`src/hdl/smbcfg_pkg.sv`:
```
// constants and types shared by the configuration slave
package smbcfg_pkg;
  // ==========================================================
  // serial address and command code layout
  localparam logic [6:0] SLAVE_ADDR7 = 7'h69;
  localparam int CMD_MODE_BIT = 7;
  localparam logic [3:0] BITS_PER_BYTE = 4'h8;
  // idle levels of the synchronised pins, bit order strap, strobe, data, clock
  localparam logic [3:0] PIN_IDLE = 4'h3;
  // ==========================================================
  // configuration byte map
  localparam int NUM_BYTES = 8;
  localparam logic [7:0] BLOCK_COUNT = 8'h08;
  localparam logic [7:0] UNMAPPED_READ = 8'hFF;
  localparam int FS_BIT = 7;
  // identity byte: value is arbitrary
  localparam logic [7:0] ID_BYTE = 8'h5A;
  localparam logic [7:0] REG_RST [0:NUM_BYTES-1] = '{
    8'h21, 8'h85, 8'hFF, 8'hFF, 8'hFF, 8'h00, 8'h00, ID_BYTE};
  localparam logic [7:0] REG_WMASK [0:NUM_BYTES-1] = '{
    8'h7F, 8'hFF, 8'hFF, 8'hFF, 8'hFF, 8'hFF, 8'hFF, 8'h00};
  // ==========================================================
  // serial engine states
  typedef enum logic [2:0] {
    S_IDLE,
    S_RX,
    S_RX_ACK,
    S_TX,
    S_TX_ACK,
    S_WAIT
  } smbcfg_state_e;
endpackage

```
`src/hdl/smbcfg_sync.sv`:
```
// two-flop synchronisers with edge detection for the pin inputs
`timescale 1ns/10ps
module smbcfg_sync
(
  // clock and reset
  input wire logic clk,
  input wire logic rst_n,
  // raw pins
  input wire logic [3:0] pin_in,
  // synchronised levels and edges
  output logic [3:0] lvl,
  output logic [3:0] rise,
  output logic [3:0] fall
);
  // ==========================================================
  // per-pin chain
  genvar gi;
  generate
    for (gi = 0; gi < 4; gi = gi + 1)
    begin : g_pin
      logic meta_ff;
      logic sync_ff;
      logic prev_ff;
      // first stage feeds only the second
      always_ff @(posedge clk or negedge rst_n)
      begin
        if (!rst_n)
        begin
          // start at the idle level so leaving reset makes no false edge
          meta_ff <= smbcfg_pkg::PIN_IDLE[gi];
          sync_ff <= smbcfg_pkg::PIN_IDLE[gi];
          prev_ff <= smbcfg_pkg::PIN_IDLE[gi];
        end
        else
        begin
          meta_ff <= pin_in[gi];
          sync_ff <= meta_ff;
          prev_ff <= sync_ff;
        end
      end
      assign lvl[gi] = sync_ff;
      assign rise[gi] = sync_ff & ~prev_ff;
      assign fall[gi] = ~sync_ff & prev_ff;
    end
  endgenerate
endmodule

```
`src/hdl/smbcfg_top.sv`:
```
// frequency-select latch and serial configuration slave
// What this block does
// - strap sampled once at first power-good high; later changes ignored outside test.
// - latched 0 means 133MHz, 1 means 100MHz; readable as byte 0 bit 7.
// - after power-good, a low on the same pin requests power-down.
// - configuration bytes keep their contents during power-down.
// - every configuration byte takes its default at power-up.
// - configuration bits enable or disable output buffers and other functions.
// - slave supports byte write, byte read, block write and block read.
// - block bytes move upward from the lowest, msb first, stoppable anytime.
// - slave answers only address bytes 11010010 (write) and 11010011 (read).
// - command bit 7 low means block access, high means single byte.
// - single-byte offset comes from command bits 6 to 0.
// - block write is address, command, count, data bytes, all acknowledged.
// - block read: command, repeated start, read address, then slave sends count.
// - host acks count and data, nacks the last byte, then stops.
// - byte write is address, command, one data byte, then stop.
// - byte read returns one byte, host nacks, then stops.
`timescale 1ns/10ps
module smbcfg_top
(
  // clock and reset
  input wire logic clk,
  input wire logic rst_n,
  // serial interface
  input wire logic scl_in,
  input wire logic serial_data_line_in,
  output logic serial_data_line_out,
  output logic serial_data_line_oe,
  // straps and power control
  input wire logic freq_select_strap,
  input wire logic power_good_or_powerdown_pin,
  input wire logic test_mode,
  output logic fs_latched,
  output logic power_down_request,
  // configuration image, byte n at bits 8n+7:8n
  output logic [8*smbcfg_pkg::NUM_BYTES-1:0] cfg_image
);
  import smbcfg_pkg::*;
  // ==========================================================
  // synchronised pins
  logic [3:0] lvl;
  logic [3:0] rise;
  logic [3:0] fall;
  smbcfg_sync u_sync
  (
    .clk(clk),
    .rst_n(rst_n),
    .pin_in({freq_select_strap, power_good_or_powerdown_pin, serial_data_line_in, scl_in}),
    .lvl(lvl),
    .rise(rise),
    .fall(fall)
  );
  logic scl_s;
  logic sda_s;
  logic pg_s;
  logic fs_s;
  logic start_det;
  logic stop_det;
  assign scl_s = lvl[0];
  assign sda_s = lvl[1];
  assign pg_s = lvl[2];
  assign fs_s = lvl[3];
  assign start_det = fall[1] & scl_s;
  assign stop_det = rise[1] & scl_s;
  // ==========================================================
  // frequency-select latch and power-down
  logic pg_seen_ff;
  logic fs_latched_ff;
  logic pd_ff;
  logic tm_meta_ff;
  logic tm_s_ff;
  // test strap is a pin too: two flops before the latch reads it
  always_ff @(posedge clk or negedge rst_n)
  begin
    if (!rst_n)
    begin
      tm_meta_ff <= 1'b0;
      tm_s_ff <= 1'b0;
    end
    else
    begin
      tm_meta_ff <= test_mode;
      tm_s_ff <= tm_meta_ff;
    end
  end
  always_ff @(posedge clk or negedge rst_n)
  begin
    if (!rst_n)
    begin
      pg_seen_ff <= 1'b0;
      fs_latched_ff <= 1'b0;
    end
    else if (pg_s && (!pg_seen_ff || tm_s_ff))
    begin
      pg_seen_ff <= 1'b1;
      fs_latched_ff <= fs_s;
    end
  end
  always_ff @(posedge clk or negedge rst_n)
  begin
    if (!rst_n)
      pd_ff <= 1'b0;
    else
      pd_ff <= pg_seen_ff & ~pg_s;
  end
  assign fs_latched = fs_latched_ff;
  assign power_down_request = pd_ff;
  // ==========================================================
  // serial engine
  smbcfg_state_e state_ff;
  logic [3:0] bit_cnt_ff;
  logic [1:0] idx_ff;
  logic [7:0] rx_sh_ff;
  logic [7:0] tx_sh_ff;
  logic read_ff;
  logic oe_ff;
  logic byte_mode_ff;
  logic count_sent_ff;
  logic [6:0] ptr_ff;
  logic [7:0] cfg_ff [0:NUM_BYTES-1];
  logic byte_end;
  logic addr_ok;
  logic byte_done;
  logic tx_load;
  logic wr_en;
  logic [7:0] rd_byte;
  logic [7:0] tx_byte;
  assign byte_end = (state_ff == S_RX) && fall[0] && (bit_cnt_ff == BITS_PER_BYTE);
  assign addr_ok = (idx_ff != 2'h0) || (rx_sh_ff[7:1] == SLAVE_ADDR7);
  assign byte_done = byte_end && addr_ok && !start_det && !stop_det;
  assign tx_load = !start_det && !stop_det && fall[0]
    && (((state_ff == S_RX_ACK) && read_ff) || (state_ff == S_TX_ACK));
  assign wr_en = byte_done && !read_ff && ((idx_ff == 2'h3) || ((idx_ff == 2'h2) && byte_mode_ff));
  assign rd_byte = (ptr_ff < 7'(NUM_BYTES)) ? cfg_image[8*ptr_ff[2:0] +: 8] : UNMAPPED_READ;
  assign tx_byte = (!byte_mode_ff && !count_sent_ff) ? BLOCK_COUNT : rd_byte;
  always_ff @(posedge clk or negedge rst_n)
  begin
    if (!rst_n)
    begin
      state_ff <= S_IDLE;
      bit_cnt_ff <= 4'h0;
      idx_ff <= 2'h0;
      rx_sh_ff <= 8'h00;
      tx_sh_ff <= 8'h00;
      read_ff <= 1'b0;
      oe_ff <= 1'b0;
    end
    else if (start_det)
    begin
      state_ff <= S_RX;
      bit_cnt_ff <= 4'h0;
      idx_ff <= 2'h0;
      oe_ff <= 1'b0;
    end
    else if (stop_det)
    begin
      state_ff <= S_IDLE;
      oe_ff <= 1'b0;
    end
    else
    begin
      case (state_ff)
        S_RX:
        begin
          if (rise[0] && bit_cnt_ff != BITS_PER_BYTE)
          begin
            rx_sh_ff <= {rx_sh_ff[6:0], sda_s};
            bit_cnt_ff <= bit_cnt_ff + 4'h1;
          end
          else if (byte_end)
          begin
            // match own address or stay released
            if (!addr_ok)
              state_ff <= S_WAIT;
            else
            begin
              oe_ff <= 1'b1;
              state_ff <= S_RX_ACK;
              if (idx_ff == 2'h0)
                read_ff <= rx_sh_ff[0];
              if (idx_ff != 2'h3)
                idx_ff <= idx_ff + 2'h1;
            end
          end
        end
        S_RX_ACK:
        begin
          if (fall[0])
          begin
            bit_cnt_ff <= 4'h0;
            if (read_ff)
            begin
              tx_sh_ff <= tx_byte;
              oe_ff <= ~tx_byte[7];
              state_ff <= S_TX;
            end
            else
            begin
              oe_ff <= 1'b0;
              state_ff <= S_RX;
            end
          end
        end
        S_TX:
        begin
          if (rise[0])
            bit_cnt_ff <= bit_cnt_ff + 4'h1;
          else if (fall[0])
          begin
            if (bit_cnt_ff == BITS_PER_BYTE)
            begin
              oe_ff <= 1'b0;
              state_ff <= S_TX_ACK;
            end
            else
            begin
              oe_ff <= ~tx_sh_ff[6];
              tx_sh_ff <= {tx_sh_ff[6:0], 1'b0};
            end
          end
        end
        S_TX_ACK:
        begin
          // nack from host ends the read
          if (rise[0] && sda_s)
            state_ff <= S_WAIT;
          else if (fall[0])
          begin
            tx_sh_ff <= tx_byte;
            oe_ff <= ~tx_byte[7];
            bit_cnt_ff <= 4'h0;
            state_ff <= S_TX;
          end
        end
        default:
          oe_ff <= 1'b0;
      endcase
    end
  end
  assign serial_data_line_out = 1'b0;
  assign serial_data_line_oe = oe_ff;
  // ==========================================================
  // command decode and byte pointer
  always_ff @(posedge clk or negedge rst_n)
  begin
    if (!rst_n)
    begin
      byte_mode_ff <= 1'b0;
      ptr_ff <= 7'h00;
      count_sent_ff <= 1'b0;
    end
    else
    begin
      if (start_det)
        count_sent_ff <= 1'b0;
      else if (tx_load && !byte_mode_ff && !count_sent_ff)
        count_sent_ff <= 1'b1;
      if (byte_done && idx_ff == 2'h1)
      begin
        byte_mode_ff <= rx_sh_ff[CMD_MODE_BIT];
        ptr_ff <= rx_sh_ff[CMD_MODE_BIT] ? rx_sh_ff[6:0] : 7'h00;
      end
      else if (wr_en || (tx_load && (byte_mode_ff || count_sent_ff)))
        ptr_ff <= ptr_ff + 7'h01;
    end
  end
  // ==========================================================
  // configuration bytes, not touched by power-down
  // defaults and byte writes masked by REG_WMASK
  always_ff @(posedge clk or negedge rst_n)
  begin
    if (!rst_n)
    begin
      for (int i = 0; i < NUM_BYTES; i++)
        cfg_ff[i] <= REG_RST[i];
    end
    else if (wr_en && ptr_ff < 7'(NUM_BYTES))
      cfg_ff[ptr_ff[2:0]] <= (cfg_ff[ptr_ff[2:0]] & ~REG_WMASK[ptr_ff[2:0]])
        | (rx_sh_ff & REG_WMASK[ptr_ff[2:0]]);
  end
  genvar gb;
  generate
    for (gb = 0; gb < NUM_BYTES; gb = gb + 1)
    begin : g_img
      if (gb == 0)
        assign cfg_image[7:0] = {fs_latched_ff, cfg_ff[0][6:0]};
      else
        assign cfg_image[8*gb +: 8] = cfg_ff[gb];
    end
  endgenerate
  // ==========================================================
  // checks
  fs_held_a: assert property (@(posedge clk) disable iff (!rst_n)
    (pg_seen_ff && !tm_s_ff) |=> $stable(fs_latched_ff) && pg_seen_ff)
    else $error("strap latch changed after power-good");
  pd_follow_a: assert property (@(posedge clk) disable iff (!rst_n)
    (pg_seen_ff && !pg_s) |=> power_down_request)
    else $error("power-down request missing");
  fs_bit_a: assert property (@(posedge clk) disable iff (!rst_n)
    cfg_image[FS_BIT] == fs_latched && fs_latched == fs_latched_ff)
    else $error("frequency bit not visible in byte 0");
  foreign_nack_a: assert property (@(posedge clk) disable iff (!rst_n)
    (byte_end && !addr_ok && !start_det && !stop_det) |=> ((state_ff == S_WAIT) && !oe_ff) [*2])
    else $error("foreign address acknowledged");
  own_ack_a: assert property (@(posedge clk) disable iff (!rst_n)
    (byte_done && idx_ff == 2'h0) |=> oe_ff && (state_ff == S_RX_ACK))
    else $error("own address not acknowledged");
  stop_abort_a: assert property (@(posedge clk) disable iff (!rst_n)
    (stop_det && !start_det) |=> (state_ff == S_IDLE) && !serial_data_line_oe
      && $stable(cfg_image))
    else $error("stop did not abort cleanly");
  cmd_offset_a: assert property (@(posedge clk) disable iff (!rst_n)
    (byte_done && idx_ff == 2'h1) |=> byte_mode_ff == $past(rx_sh_ff[7])
      && ptr_ff == ($past(rx_sh_ff[7]) ? $past(rx_sh_ff[6:0]) : 7'h00))
    else $error("command decode wrong");
  ptr_step_a: assert property (@(posedge clk) disable iff (!rst_n)
    wr_en |=> ptr_ff == $past(ptr_ff) + 7'h01)
    else $error("pointer did not advance");
  count_first_a: assert property (@(posedge clk) disable iff (!rst_n)
    (tx_load && !byte_mode_ff && !count_sent_ff) |=> tx_sh_ff == BLOCK_COUNT)
    else $error("block read did not start with count");
  host_nack_a: assert property (@(posedge clk) disable iff (!rst_n)
    (state_ff == S_TX_ACK && rise[0] && sda_s && !start_det && !stop_det)
      |=> (state_ff == S_WAIT) ##1 !serial_data_line_oe)
    else $error("read continued after host nack");
endmodule

```
`config.mk`:
```
export PLATFORM = sky130hd
export DESIGN_NAME = smbcfg_top
export DESIGN_NICKNAME = d
export VERILOG_FILES = /design/src/hdl/smbcfg_pkg.sv /design/src/hdl/smbcfg_sync.sv /design/src/hdl/smbcfg_top.sv
export SDC_FILE = /design/constraint.sdc
export NUM_CORES = 1
export LEC_CHECK = 0
export ABC_AREA = 1
export BUFFER_PORTS_ARGS = -buffer_cell sky130_fd_sc_hd__buf_4
export CAP_MARGIN = 5
export CORE_MARGIN = 5
export CORE_UTILIZATION = 40
export CTS_BUF_LIST = sky130_fd_sc_hd__clkbuf_8
export DETAILED_ROUTE_END_ITERATION = 10
export GPL_ROUTABILITY_DRIVEN = 0
export GPL_TIMING_DRIVEN = 0
export MAX_ROUTING_LAYER = met4
export SKIP_LAST_GASP = 1
export SLEW_MARGIN = 5
export SYNTH_ARGS = -nofsm -noshare
export SYNTH_HDL_FRONTEND = slang
export SYNTH_SLANG_ARGS = --single-unit
```
`constraint.sdc`:
```
create_clock -name clk -period 2.05 [get_ports clk]
set_input_delay 0.3075 -clock clk [delete_from_list [all_inputs] [get_ports clk]]
set_output_delay 0.3075 -clock clk [all_outputs]
set_load 0.02 [all_outputs]
```
# Word-level counts from Yosys, hierarchy flattened
# Memory sizes are Yosys's and may differ from the RTL's.
# Index checks and enable logic that the tools add are counted.
[totals]
romBits = 64
output_inout_bits = 68
inputBits = 7
ff_bits = 114
elab_cells = 211
mem_count = 1
[op_classes]
bitwise = 22
shift = 1
magnitude_cmp = 3
reduce_logical = 52
eq_ne = 33
n_mux = 63
addsub = 3
[memory_table]
columns = ["memory", "words", "word_bits", "rd", "rd_clocked_by_memory_dff", "wr", "line_no", "source"]
rows = [
  ["(name not given)", 8, 8, 1, 0, 0, "smbcfg_top.sv:280", "| (rx_sh_ff & REG_WMASK[ptr_ff[2:0]]);"],
]
[op_table]
columns = ["cell", "n"]
rows = [
  ["2-to-1 mux 7 bit", 10],
  ["bitwise mux 64 bit", 1],
  ["variable part select 64 x 7 -> 8 bit", 1],
  ["2-to-1 mux 8 bit", 7],
  ["!= test 4 bit (second input constant)", 10],
  ["2-to-1 mux 3 bit", 11],
  ["binary-select mux 8 bit (select 3 bit)", 1],
  ["demux 8 bit (select 3 bit)", 1],
  ["2-to-1 mux 4 bit", 6],
  ["logical AND 1 bit", 22],
  ["one-hot mux 7 bit (3 select lines)", 1],
  ["!= test 2 bit (second input constant)", 10],
  ["bitwise AND 8 bit", 2],
  ["2-to-1 mux 2 bit", 8],
  ["one-hot mux 4 bit (4 select lines)", 1],
  ["AND reduction 8 bit", 2],
  ["2-to-1 mux 1 bit", 14],
  ["nonzero test 2 bit", 7],
  ["one-hot mux 3 bit (4 select lines)", 1],
  ["NOT 1 bit", 10],
  ["AND reduction 10 bit", 1],
  ["NOT 8 bit", 1],
  ["OR 8 bit", 1],
  ["adder 7 x 1 -> 7 bit (second input constant)", 1],
  ["other kinds (28)", 47],
]

# Logic depth before layout (Yosys ltp)
# Gate-level depths: netlist of run 1.
[depth]
depth_word = 12
mapped_depth = 14
depth_no_buf = 13

# Cells and area by module
# Synthesis of run 1 repeated with hierarchy kept, for this count alone.
[unflattened]
cells_unflattened = 913
area_unflattened_um2 = 6725.2
[modules_own_cells]
columns = ["module", "n_inst", "seq_area_each_um2", "cells_per_inst", "area_each_um2"]
rows = [
  ["smbcfg_top", 1, 2643.8, 881, 6327.3],
  ["smbcfg_sync", 1, 307.8, 32, 397.9],
]

# Least setup slack after synthesis of run 1
# Ideal clock, no wire load.
[synth_path]
path_kind = "register to register"
from = "register bit_cnt_ff[0]"
to = "register cfg_ff (netlist bit cfg_image[2])"
required_ns = 1.933
n_path_buf = 0
stages_incl_launch_ff = 14
period_less_slack_ns = 1.838
setup_ns = 0.117
setup_slack_ns = 0.212
arrival_ns = 1.721
cell_sequence = "dfrtp_1 -> inv_1 -> ha_1 -> nand2_1 -> nor2_4 -> nand2_2 -> nor2_2 -> nand2_2 -> clkinv_2 -> nand3_4 -> inv_8 -> nand2_4 -> nand2_1 -> nand2_1"
[synth_via]
elab_chain_cells = 8
[synth_lines]
columns = ["item", "line_no", "source"]
rows = [
  ["from (decl)", "smbcfg_top.sv:112", "logic [3:0] bit_cnt_ff;"],
  ["from (signal assigned)", "smbcfg_top.sv:169", "bit_cnt_ff <= bit_cnt_ff + 4'h1;"],
  ["from (signal assigned)", "smbcfg_top.sv:208", "bit_cnt_ff <= bit_cnt_ff + 4'h1;"],
  ["== test 4 bit", "smbcfg_top.sv:129", "assign byte_end = (state_ff == S_RX) && fall[0] && (bit_cnt_ff == BITS_PER_BYTE);"],
  ["logical AND 1 bit", "smbcfg_top.sv:129", ""],
  ["logical AND 1 bit (3 in series)", "smbcfg_top.sv:131", "assign byte_done = byte_end && addr_ok && !start_det && !stop_det;"],
  ["logical AND 1 bit (2 in series)", "smbcfg_top.sv:134", "assign wr_en = byte_done && !read_ff && ((idx_ff == 2'h3) || ((idx_ff == 2'h2) && byte_mode_ff));"],
  ["logical AND 1 bit", "smbcfg_top.sv:278", "else if (wr_en && ptr_ff < 7'(NUM_BYTES))"],
  ["to (signal, indexed assignment)", "smbcfg_top.sv:276", "cfg_ff[i] <= REG_RST[i];"],
  ["to (signal, indexed assignment)", "smbcfg_top.sv:279", "cfg_ff[ptr_ff[2:0]] <= (cfg_ff[ptr_ff[2:0]] & ~REG_WMASK[ptr_ff[2:0]])"],
  ["to (decl)", "smbcfg_top.sv:121", "logic [7:0] cfg_ff [0:NUM_BYTES-1];"],
]
# No other way between the ends.
# A chain may end at the register's enable or synchronous reset.

# Final worst setup path of run 1
[layout_path]
from = "register ptr_ff[0]"
to = "register cfg_ff (netlist bit cfg_image[56])"
[layout_via]
elab_chain_cells = 8
elab_cells_between_ends = 19
[layout_lines]
columns = ["item", "line_no", "source"]
rows = [
  ["from (decl)", "smbcfg_top.sv:120", "logic [6:0] ptr_ff;"],
  ["from (signal assigned)", "smbcfg_top.sv:262", "ptr_ff <= rx_sh_ff[CMD_MODE_BIT] ? rx_sh_ff[6:0] : 7'h00;"],
  ["from (signal assigned)", "smbcfg_top.sv:265", "ptr_ff <= ptr_ff + 7'h01;"],
  ["NOT 3 -> 4 bit", "smbcfg_top.sv:279, smbcfg_top.sv:280", ""],
  ["memory read (8 x 8 bit)", "-", ""],
  ["2-to-1 mux 8 bit (not written as such) (2 in series)", "smbcfg_top.sv:280", ""],
  ["NOT 8 bit", "smbcfg_top.sv:279", ""],
  ["bitwise AND 8 bit", "smbcfg_top.sv:279", ""],
  ["OR 8 bit", "smbcfg_top.sv:280", ""],
  ["bitwise mux 64 bit", "smbcfg_top.sv:279", ""],
]
# Several ways; a longest one is shown, not always the timed one. The select of a mux whose other input is x is not followed.

==> results of run 1 <==
## cells in the mapped netlist (all sizes together)
cell / instances / area share, %
a21oi: 16 / 1.2
buf: 78 / 8.5
clkbuf: 5 / 0.29
clkinv: 1 / 0.076
conb: 1 / 0.057
dfrtp: 75 / 29
dfstp: 39 / 16
ha: 9 / 1.7
inv: 59 / 3.5
mux2: 1 / 0.17
nand2: 459 / 27
nand3: 40 / 3.3
nand4: 14 / 1.3
nor2: 56 / 4.4
nor3: 3 / 0.23
o211ai: 2 / 0.23
o21a: 1 / 0.11
o21ai: 30 / 2.3
o22ai: 1 / 0.096
xnor2: 1 / 0.13
xor2: 5 / 0.67
## cells by family (layout without fill, tap and decap cells)
group	count (synthesis)	count (layout)
mux	1	1
compound gates	50	50
simple gates	572	572
xor+xnor	6	6
buf+inv	143	266
flops	114	114
fa+ha+maj	9	9
other cells	1	1
## routing by layer
metal,global-route usage [%],up-vias,wire [um]
met4,5.54,0,327
met3,4.35,24,1000
met5,-,-,0
met2,28.0,168,7600
met1,30.4,2643,9030
li1,-,2934,-
## state kept, by name, indices dropped and copies added, names as in the netlist
register	cells
count_sent_ff	1
idx_ff	2
tm_s_ff	1
cfg_ff	1
read_ff	1
pg_seen_ff	1
state_ff	3
rx_sh_ff	8
tx_sh_ff	7
power_down_request	1
serial_data_line_oe	1
u_sync.g_pin.meta_ff	4
cfg_image	63
ptr_ff	7
bit_cnt_ff	4
u_sync.g_pin.sync_ff	4
u_sync.g_pin.prev_ff	2
byte_mode_ff	1
fs_latched	1
tm_meta_ff	1
## worst max path at each step
stage | endpoint
global route | cfg_image[18]
CTS | cfg_image[34]
floorplan | cfg_image[2]
global placement | cfg_image[2]
finish | cfg_image[56]
detailed placement | cfg_image[52]
## through the flow
step	instance area (um^2)	util, %	worst slack, ns	hold WS (ns)	power [uW]
final	8090	50.7	0.0789	0.343	6880
after global routing	8090	50.7	-0.0364	0.356	7310
after CTS	7890	49.5	-0.0161	0.325	6760
after detailed placement	7390	46.3	-0.376	0.254	4670
after global placement	7360	46.1	-0.326	0.332	4650
after floorplan	6540	-	0.212	0.0119	3980
## repair_timing
item	4_1_cts	5_1_grt
hold endpoints to repair	36	0
gates resized for setup	14	27
pin swaps	0	9
hold buffers	6	0
gates cloned	0	1
endpoints found under the setup margin	71	77
setup buffers	1	9
## power groups by stage
| stage | sequential, uW | combinational [uW] | clock (uW) |
|---|---|---|---|
| 6_report | 2690 | 2160 | 2030 |
| 5_1_grt | 2710 | 2420 | 2180 |
| 4_1_cts | 2680 | 2010 | 2070 |
| 3_5_place_dp | 2710 | 1960 | 0 |
| 3_3_place_gp | 2720 | 1930 | 0 |
| 2_1_floorplan | 2670 | 1310 | 0 |
## final cells by class
cell class	count	area share [%]
multi-input cells	639	36.6
flip-flops and latches	114	35.9
repair buffers	91	9.30
plain buffers	83	7.23
clock buffers	21	3.57
well taps	216	3.34
inverters	60	2.97
clock inverters	11	1.10
## critical path, stage by stage, from the launching register on
cell	delay (ns)
dfrtp_1	0.34
buf_2	0.19
inv_1	0.11
nand3_1	0.20
inv_1	0.14
a21oi_1	0.29
nand3_1	0.18
nand2_1	0.13
nand2_4	0.13
nand2_1	0.10
nand2_1	0.06
==> flow_summary_export.csv, run 1 <==
group,metric,value,unit
sta,clock_skew,0.0114,ns
finish,final_cell_mix,"443 x nand2_1, 147 x buf_4, 74 x dfrtp_1",
clocking,clk_path_buf_depth,2,
job,max_cap_violations,0,
routing,drt_first_iter_violations,460,
pwr,pwr-share-clk,29.5,%
floorplan,die_y,138,um
synthesis,synthesis.area,6540,um^2
routing,drt_pre_antenna_iters,7,
placed_design,dp_hpwl,12500,um
sta,min_period,1.97,ns
clocking,cts_tree,"built",
pwr,power_density,851,nW/um^2
worst_setup_path,arrival,2.31,ns
finish,final_common_cell,"nand2_1",
clocking,insertion_delay,0.44,ns
worst_setup_path,ff2ff_setup_slack,0.08,ns
pwr,power_frac_seq,39.0,%
worst_setup_path,worst_setup_path_start_kind,"register",
synthesis,netlist_instances,896,
worst_setup_path,startpoint,"ptr_ff[0]",
sta,grt_setup_unrepaired,"yes",
synthesis,synth_fa_ha_area_share,1.72,%
floorplan,die_x,138,um
sta,finalSetupViolCount,0,
worst_setup_path,r2r_cells,10,
finish,drive_gt1_share,27.7,%
worst_setup_path,worst-endpoint-required,2.39,ns
floorplan,die_area,19000,um^2
routing,vias_per_cell,4.67,
pwr,p_leak,0.00453,uW
routing,routed_wl,18000,um
global_route,grt_first_pass_wirelength,28800,um
synthesis,synth_compound_gate_area_share,3.96,%
clocking,cts_buffers,17,
synthesis,yosys_register_bits,114,
pwr,ir_drop,470,uV
global_route,antenna_found_initial,0,
finish,multi_input_area,2960,um^2
finish,syn2layout_area_growth,23.7,%
synthesis,syn_nets,912,
sta,hold_violations,0,
finish,diodes,0,
finish,nFillCells,1566,
run_status,status,"finished clean",
clocking,cts.sinks,114,
placed_design,portBuffers,73,
worst_setup_path,crit_fanout,8,
worst_setup_path,r2r-start,"ptr_ff[0]",
clocking,htreeDepth,4,
synthesis,synth.mux.area_fraction,0.172,%
worst_setup_path,timing.rr.end,"cfg_image[56]",
clocking,clockRootBuffer,"clkbuf_8",
pwr,switching_share,38.9,%
finish,layoutNonFillerInstCount,1235,
sta,post-route-period-util,96.1,%
sta,tightest_slew,0.495,ns
routing,wl_per_cell,14.5,um
sta,fmax,507,MHz
worst_setup_path,crit_path_end_kind,"register",
synthesis,ys_seq_area_share,44.4,%
floorplan,io_pins,75,
synthesis,synth_top_family_by_area,"simple AND/OR/NAND/NOR gates",
pwr,p_int,4200,uW
routing,drc,0,
worst_hold_path,hp-class,"primary input to async pin",
synthesis,synth_xor_area_share,0.804,%
finish,final-seq-area,2900,um^2
pwr,p_sw,2680,uW
sta,drv_slew,0,
pwr,pwr-share-comb,31.4,%
synthesis,yosysUniqueCellTypes,32,
routing,vias,5769,
floorplan,core_area,15900,um^2
finish,fin_nets,1022,
sta,slew_headroom,66.9,%
floorplan,start_util,41.0,%
global_route,grt_pass1_vias,5355,
global_route,track_usage,20.4,%
sta,finalSetupTns,0,ns
global_route,grt_max_degree,73,
floorplan,rows,46,
placed_design,dp.cells,1186,
global_route,grt_overflow,0,
synthesis,avgSynthCellArea,7.30,um^2
routing,ant_nets,0,
synthesis,yosysWarnings,0,
synthesis,synth_simple_gate_area_share,36.5,%
worst_setup_path,crit_type,"register to register",
clocking,path_clk_slew,0.07,ns
(Power assumes the default switching activity.)
==> inputs of run 2 (changes only) <==
clock period = 1.6 ns   (was 2.05 ns; I/O delays follow)
==> run 2 against run 1 <==
Effect of this change:
- the flow now finishes with violations (setup timing)
- critical endpoint is now cfg_image[35]
- combinational power rose by 62%
- largest power group is now combinational logic
- via count is 4.7% higher
- critical path type unchanged
- cell count grew 1.2%
- core utilization rose by 4.6 points
- global-route usage is 0.051 points higher
- routed wire length increased by 6.4%
- register-to-register slack lost 0.35 ns
- clock skew shrank 0.0022 ns
==> flow_summary_export.csv, run 2 (synthesis results as in run 1) <==
group,metric,value,unit
sta,finalSetupTns,-16.20,ns
pwr,power_density,1150,nW/um^2
finish,fin_nets,1037,
floorplan,die_y,138,um
floorplan,die_area,19000,um^2
sta,final.setup.worst_slack,-0.266,ns
clocking,clockRootBuffer,"clkbuf_8",
sta,slew_headroom,66.4,%
clocking,cts_buffers,17,
routing,drc,0,
pwr,power_frac_seq,34.1,%
sta,grt_setup_unrepaired,"yes",
sta,finalSetupViolCount,82,
finish,diodes,0,
routing,top_layer_used,"met4",
floorplan,start_util,41.0,%
global_route,antenna_found_initial,0,
finish,final_cell_mix,"394 x nand2_1, 158 x buf_4, 73 x dfrtp_1",
floorplan,core_area,15900,um^2
finish,multi_input_area,3310,um^2
pwr,p_sw,3820,uW
sta,hold_violations,0,
pwr,p_int,6350,uW
sta,clock_skew,0.00919,ns
clocking,htreeDepth,4,
routing,vias,6038,
floorplan,io_pins,75,
finish,largest_reg_flops,63,
routing,drt_first_iter_violations,446,
pwr,ir_drop,671,uV
routing,wl_met2,8530,um
placed_design,dp_hpwl,12600,um
clocking,cts.sinks,114,
pwr,pwr-share-comb,34.4,%
placed_design,post_dp_cell_area,7390,um^2
run_status,violations,"setup timing",
pwr,pwr-share-clk,31.5,%
finish,syn2layout_area_growth,34.9,%
sta,drv_slew,0,
routing,ant_nets,0,
pwr,switching_share,37.5,%
global_route,track_usage,20.5,%
clocking,insertion_delay,0.46,ns
job,max_cap_violations,0,
worst_setup_path,crit_path_end_kind,"register",
worst_setup_path,critPathMaxStageDelay,0.39,ns
clocking,path_clk_slew,0.08,ns
floorplan,die_x,138,um
placed_design,portBuffers,73,
worst_setup_path,crit_fanout,8,
finish,nFillCells,1480,
sta,post-route-period-util,117,%
sta,fmax,536,MHz
routing,vias_per_cell,4.83,
finish,final_common_cell,"nand2_1",
worst_setup_path,path_cells,"inv_2, ha_4, nand2_2, nor2_4, nand2_2, nor2_4, nand2_4, clkinv_4, nand3_4, clkbuf_16, clkinv_16, nand2_4, nand2_1, nand2_1",
worst_setup_path,arrival,2.25,ns
worst_setup_path,crit_type,"register to register",
clocking,cts_tree,"built",
routing,routed_wl,19100,um
routing,drt_pre_antenna_iters,5,
global_route,grt_max_degree,65,
worst_setup_path,worst_setup_path_start_kind,"register",
routing,route.met3.wl,1160,um
routing,met1Wirelength,8990,um
worst_hold_path,hp-class,"primary input to async pin",
worst_setup_path,r2r-start,"bit_cnt_ff[0]",
finish,drive_gt1_share,37.6,%
floorplan,rows,46,
worst_setup_path,worst-endpoint-required,1.98,ns
global_route,grt_overflow,0,
global_route,grt_first_pass_wirelength,29100,um
pwr,p_leak,0.00462,uW
sta,tightest_slew,0.504,ns
finish,final_area,8820,um^2
sta,min_period,1.87,ns
worst_setup_path,startpoint,"bit_cnt_ff[0]",
finish,final-seq-area,2900,um^2
run_status,status,"complete, but fails checks",
routing,wl_per_cell,15.3,um
global_route,grt_pass1_vias,5494,
clocking,clk_path_buf_depth,2,
worst_setup_path,cpMaxStageDelayCell,"dfrtp_1",
run 2: area by class of cell:
cell class / instances / share of cell area [%]
plain buffers: 83 / 7.52
clock buffers: 19 / 2.96
clock inverters: 13 / 2.35
inverters: 60 / 3.16
multi-input cells: 639 / 37.5
flip-flops and latches: 114 / 32.9
well taps: 216 / 3.06
repair buffers: 106 / 10.5
run 2: final timing paths:
path / endpoint / slack [ns] / depth (start not counted)
max in group asynchronous: u_sync.g_pin[0].meta_ff / 0.56 / 3
hold reg to reg: tm_s_ff / 0.35 / 0
min in group clk: tm_s_ff / 0.35 / 0
setup reg to reg: cfg_image[35] / -0.27 / 14
setup / recovery: cfg_image[35] / -0.27 / 14
hold / removal: cfg_image[12] / 0.29 / 2
run 2: what timing repair did:
item                                    CTS  global route
gates resized for setup                  45           159
buffers inserted                          6            15
endpoints found under the setup margin   95            97
hold endpoints to repair                 28             0
pin swaps                                 5            86
hold buffers                              6             0
cloned                                    0             5
run 2: stage by stage:
| step | utilization (%) | hold slack, ns | cells | power [uW] | setup WS, ns |
|---|---|---|---|---|---|
| 4_1_cts | 51.0 | 0.285 | 1230 | 9460 | -0.263 |
| 3_5_place_dp | 46.4 | 0.215 | 1186 | 6000 | -0.795 |
| 2_1_floorplan | - | -0.0556 | 896 | 5110 | -0.236 |
| 5_1_grt | 55.3 | 0.342 | 1250 | 10600 | -0.348 |
| 3_3_place_gp | 46.2 | 0.332 | 1185 | 5970 | -0.801 |
| 6_report | 55.3 | 0.286 | 1250 | 10200 | -0.266 |
run 2: power groups by stage:
| stage | Combinational (uW) | Clock [uW] | Sequential, uW |
|---|---|---|---|
| 4_1_cts | 2780 | 3240 | 3430 |
| 5_1_grt | 3790 | 3370 | 3500 |
| 6_report | 3500 | 3200 | 3470 |
| 3_5_place_dp | 2510 | 0 | 3490 |
| 2_1_floorplan | 1680 | 0 | 3430 |
| 3_3_place_gp | 2480 | 0 | 3480 |
run 2: critical path, delay by kind of cell, from the launching register on:
family / cells / cell delay [ns]
adder cells (fa/ha/maj): 1 / 0.12
AND/OR/NAND/NOR: 9 / 0.81
buffers and inverters: 4 / 0.47
flip-flops: 1 / 0.39
run 2: layer usage:
metal  track usage, %  up-vias
met5                -        -
met3             3.10       34
met4             6.53        0
li1                 -     2980
met1             29.9     2825
met2             29.1      199
==> inputs of run 3 (changes only) <==
CORE_UTILIZATION = 51   (was 40)
PLACE_DENSITY = 0.74   (was not set)
==> run 3 against run 2 <==
Effect of this change:
- the flow still finishes with violations (setup timing)
- critical path type unchanged
- first-iteration DRC count increased by 11%
- sequential share of layout area increased by 0.73 points
- clock skew about the same
- via count increased by 1.4%
- cell count decreased by 3.3%
==> flow_summary_export.csv, run 3 (synthesis results as in run 1) <==
group,metric,value,unit
run_status,status,"complete, but fails checks",
run_status,violations,"setup timing",
clocking,clk_path_buf_depth,2,
pwr,pwr-share-clk,28.4,%
routing,wl_per_cell,15.3,um
worst_setup_path,ff2ff_setup_slack,-0.23,ns
routing,ant_nets,0,
worst_setup_path,crit_path_end_kind,"register",
sta,post-route-period-util,114,%
pwr,power_frac_seq,35.7,%
pwr,switching_share,37.6,%
pwr,p_int,6040,uW
worst_setup_path,timing.rr.end,"cfg_image[19]",
placed_design,pre_cts_ws,-0.765,ns
finish,diodes,0,
floorplan,die_x,123,um
sta,finalSetupViolCount,78,
pwr,pwr-share-comb,35.9,%
worst_setup_path,crit_fanout,8,
routing,vias,6124,
global_route,grt_max_degree,62,
floorplan,die_y,123,um
routing,drt_first_iter_violations,495,
pwr,p_sw,3640,uW
clocking,cts_buffers,17,
clocking,clockRootBuffer,"clkbuf_8",
pwr,totalPowerFinal,9680,uW
global_route,track_usage,25.3,%
clocking,insertion_delay,0.47,ns
worst_setup_path,worst_setup_path_start_kind,"register",
global_route,antenna_found_initial,0,
routing,drt_pre_antenna_iters,5,
clocking,cts_tree,"built",
pwr,power_density,1120,nW/um^2
sta,clock_skew,0.00946,ns
global_route,grt_first_pass_wirelength,28800,um
sta,min_period,1.83,ns
clocking,cts.sinks,114,
routing,drc,0,
global_route,grt_overflow,0,
finish,layoutNonFillerInstCount,1209,
placed_design,dp.cells,1142,
finish,final_cell_mix,"401 x nand2_1, 160 x buf_4, 73 x dfrtp_1",
job,max_cap_violations,0,
clocking,htreeDepth,4,
finish,fin_nets,1040,
finish,final_common_cell,"nand2_1",
placed_design,portBuffers,73,
finish,drive_gt1_share,35.7,%
worst_setup_path,r2r-start,"bit_cnt_ff[1]",
floorplan,io_pins,75,
sta,tightest_slew,0.530,ns
worst_hold_path,hp-class,"primary input to async pin",
routing,routed_wl,18400,um
floorplan,die_area,15200,um^2
clocking,path_clk_slew,0.06,ns
floorplan,rows,41,
sta,final.setup.worst_slack,-0.232,ns
sta,fmax,546,MHz
floorplan,core_area,12600,um^2
sta,hold_violations,0,
pwr,p_leak,0.00466,uW
sta,slew_headroom,64.7,%
sta,grt_setup_unrepaired,"yes",
worst_setup_path,r2r_cells,13,
placed_design,dp_hpwl,12100,um
sta,drv_slew,0,
worst_setup_path,worst-endpoint-required,2.01,ns
worst_setup_path,arrival,2.24,ns
pwr,ir_drop,467,uV
worst_setup_path,crit_type,"register to register",
floorplan,start_util,51.8,%
finish,largest_reg_flops,63,
finish,syn2layout_area_growth,32.0,%
global_route,grt_pass1_vias,5705,
routing,vias_per_cell,5.07,
-- run 3: worst max-delay path by stage --
stage | slack, ns | end | cells after the start | startpoint
2_1_floorplan | -0.24 | cfg_image[2] | 13 | bit_cnt_ff[0]
5_1_grt | -0.33 | cfg_image[19] | 9 | idx_ff[0]
3_3_place_gp | -0.75 | cfg_image[44] | 10 | ptr_ff[1]
6_report | -0.23 | cfg_image[19] | 13 | bit_cnt_ff[1]
4_1_cts | -0.27 | cfg_image[6] | 14 | bit_cnt_ff[0]
3_5_place_dp | -0.76 | cfg_image[62] | 10 | ptr_ff[1]
-- run 3: critical path, stage by stage, from the launching register on --
cell      delay, ns
dfrtp_1        0.40
inv_2          0.08
ha_4           0.13
nand2_2        0.06
nor2_4         0.11
nand2_2        0.08
nor2_4         0.12
nand2_4        0.08
clkinv_4       0.06
nand3_4        0.10
buf_8          0.18
nor2_4         0.22
nand2_1        0.09
nand2_1        0.07
-- run 3: power by group through the flow --
stage,clock network [uW],logic (uW),registers [uW]
finish,2750,3470,3460
floorplan,0,1680,3430
global route,2890,3760,3490
detailed placement,0,2460,3480
global placement,0,2410,3480
CTS,2770,3030,3430
-- run 3: cell type report --
cell class | instances | area (um^2)
inverter | 60 | 277
timing repair buffer | 109 | 942
buffer | 83 | 663
multi-input combinational | 639 | 3220
sequential | 114 | 2900
fill | 1064 | 3990
tap | 172 | 215
clock buffer | 23 | 317
clock inverter | 9 | 88.8
-- run 3: stage by stage --
stage	instance area, um^2	hold WS (ns)	utilization (%)	setup TNS (ns)
2_1_floorplan	6540	-0.0556	-	-15.38
3_3_place_gp	7310	0.332	57.9	-47.47
3_5_place_dp	7340	0.231	58.1	-46.95
4_1_cts	8280	0.307	65.6	-17.13
5_1_grt	8630	0.358	68.4	-21.23
6_report	8630	0.290	68.4	-14.23
-- run 3: timing repair --
action | in CTS | in global routing
setup buffers | 16 | 11
cloned | 2 | 1
pin swaps | 32 | 56
hold buffers | 6 | 0
hold endpoints to repair | 31 | 0
endpoints found under the setup margin | 95 | 98
resized for setup | 97 | 80
-- run 3: metal layers --
layer / global-route usage, % / vias up / share of wire [%]
li1: - / 2977 / -
met1: 35.4 / 2886 / 44
met2: 35.8 / 218 / 47
met3: 4.67 / 43 / 6.0
met4: 11.1 / 0 / 2.9
met5: - / - / 0
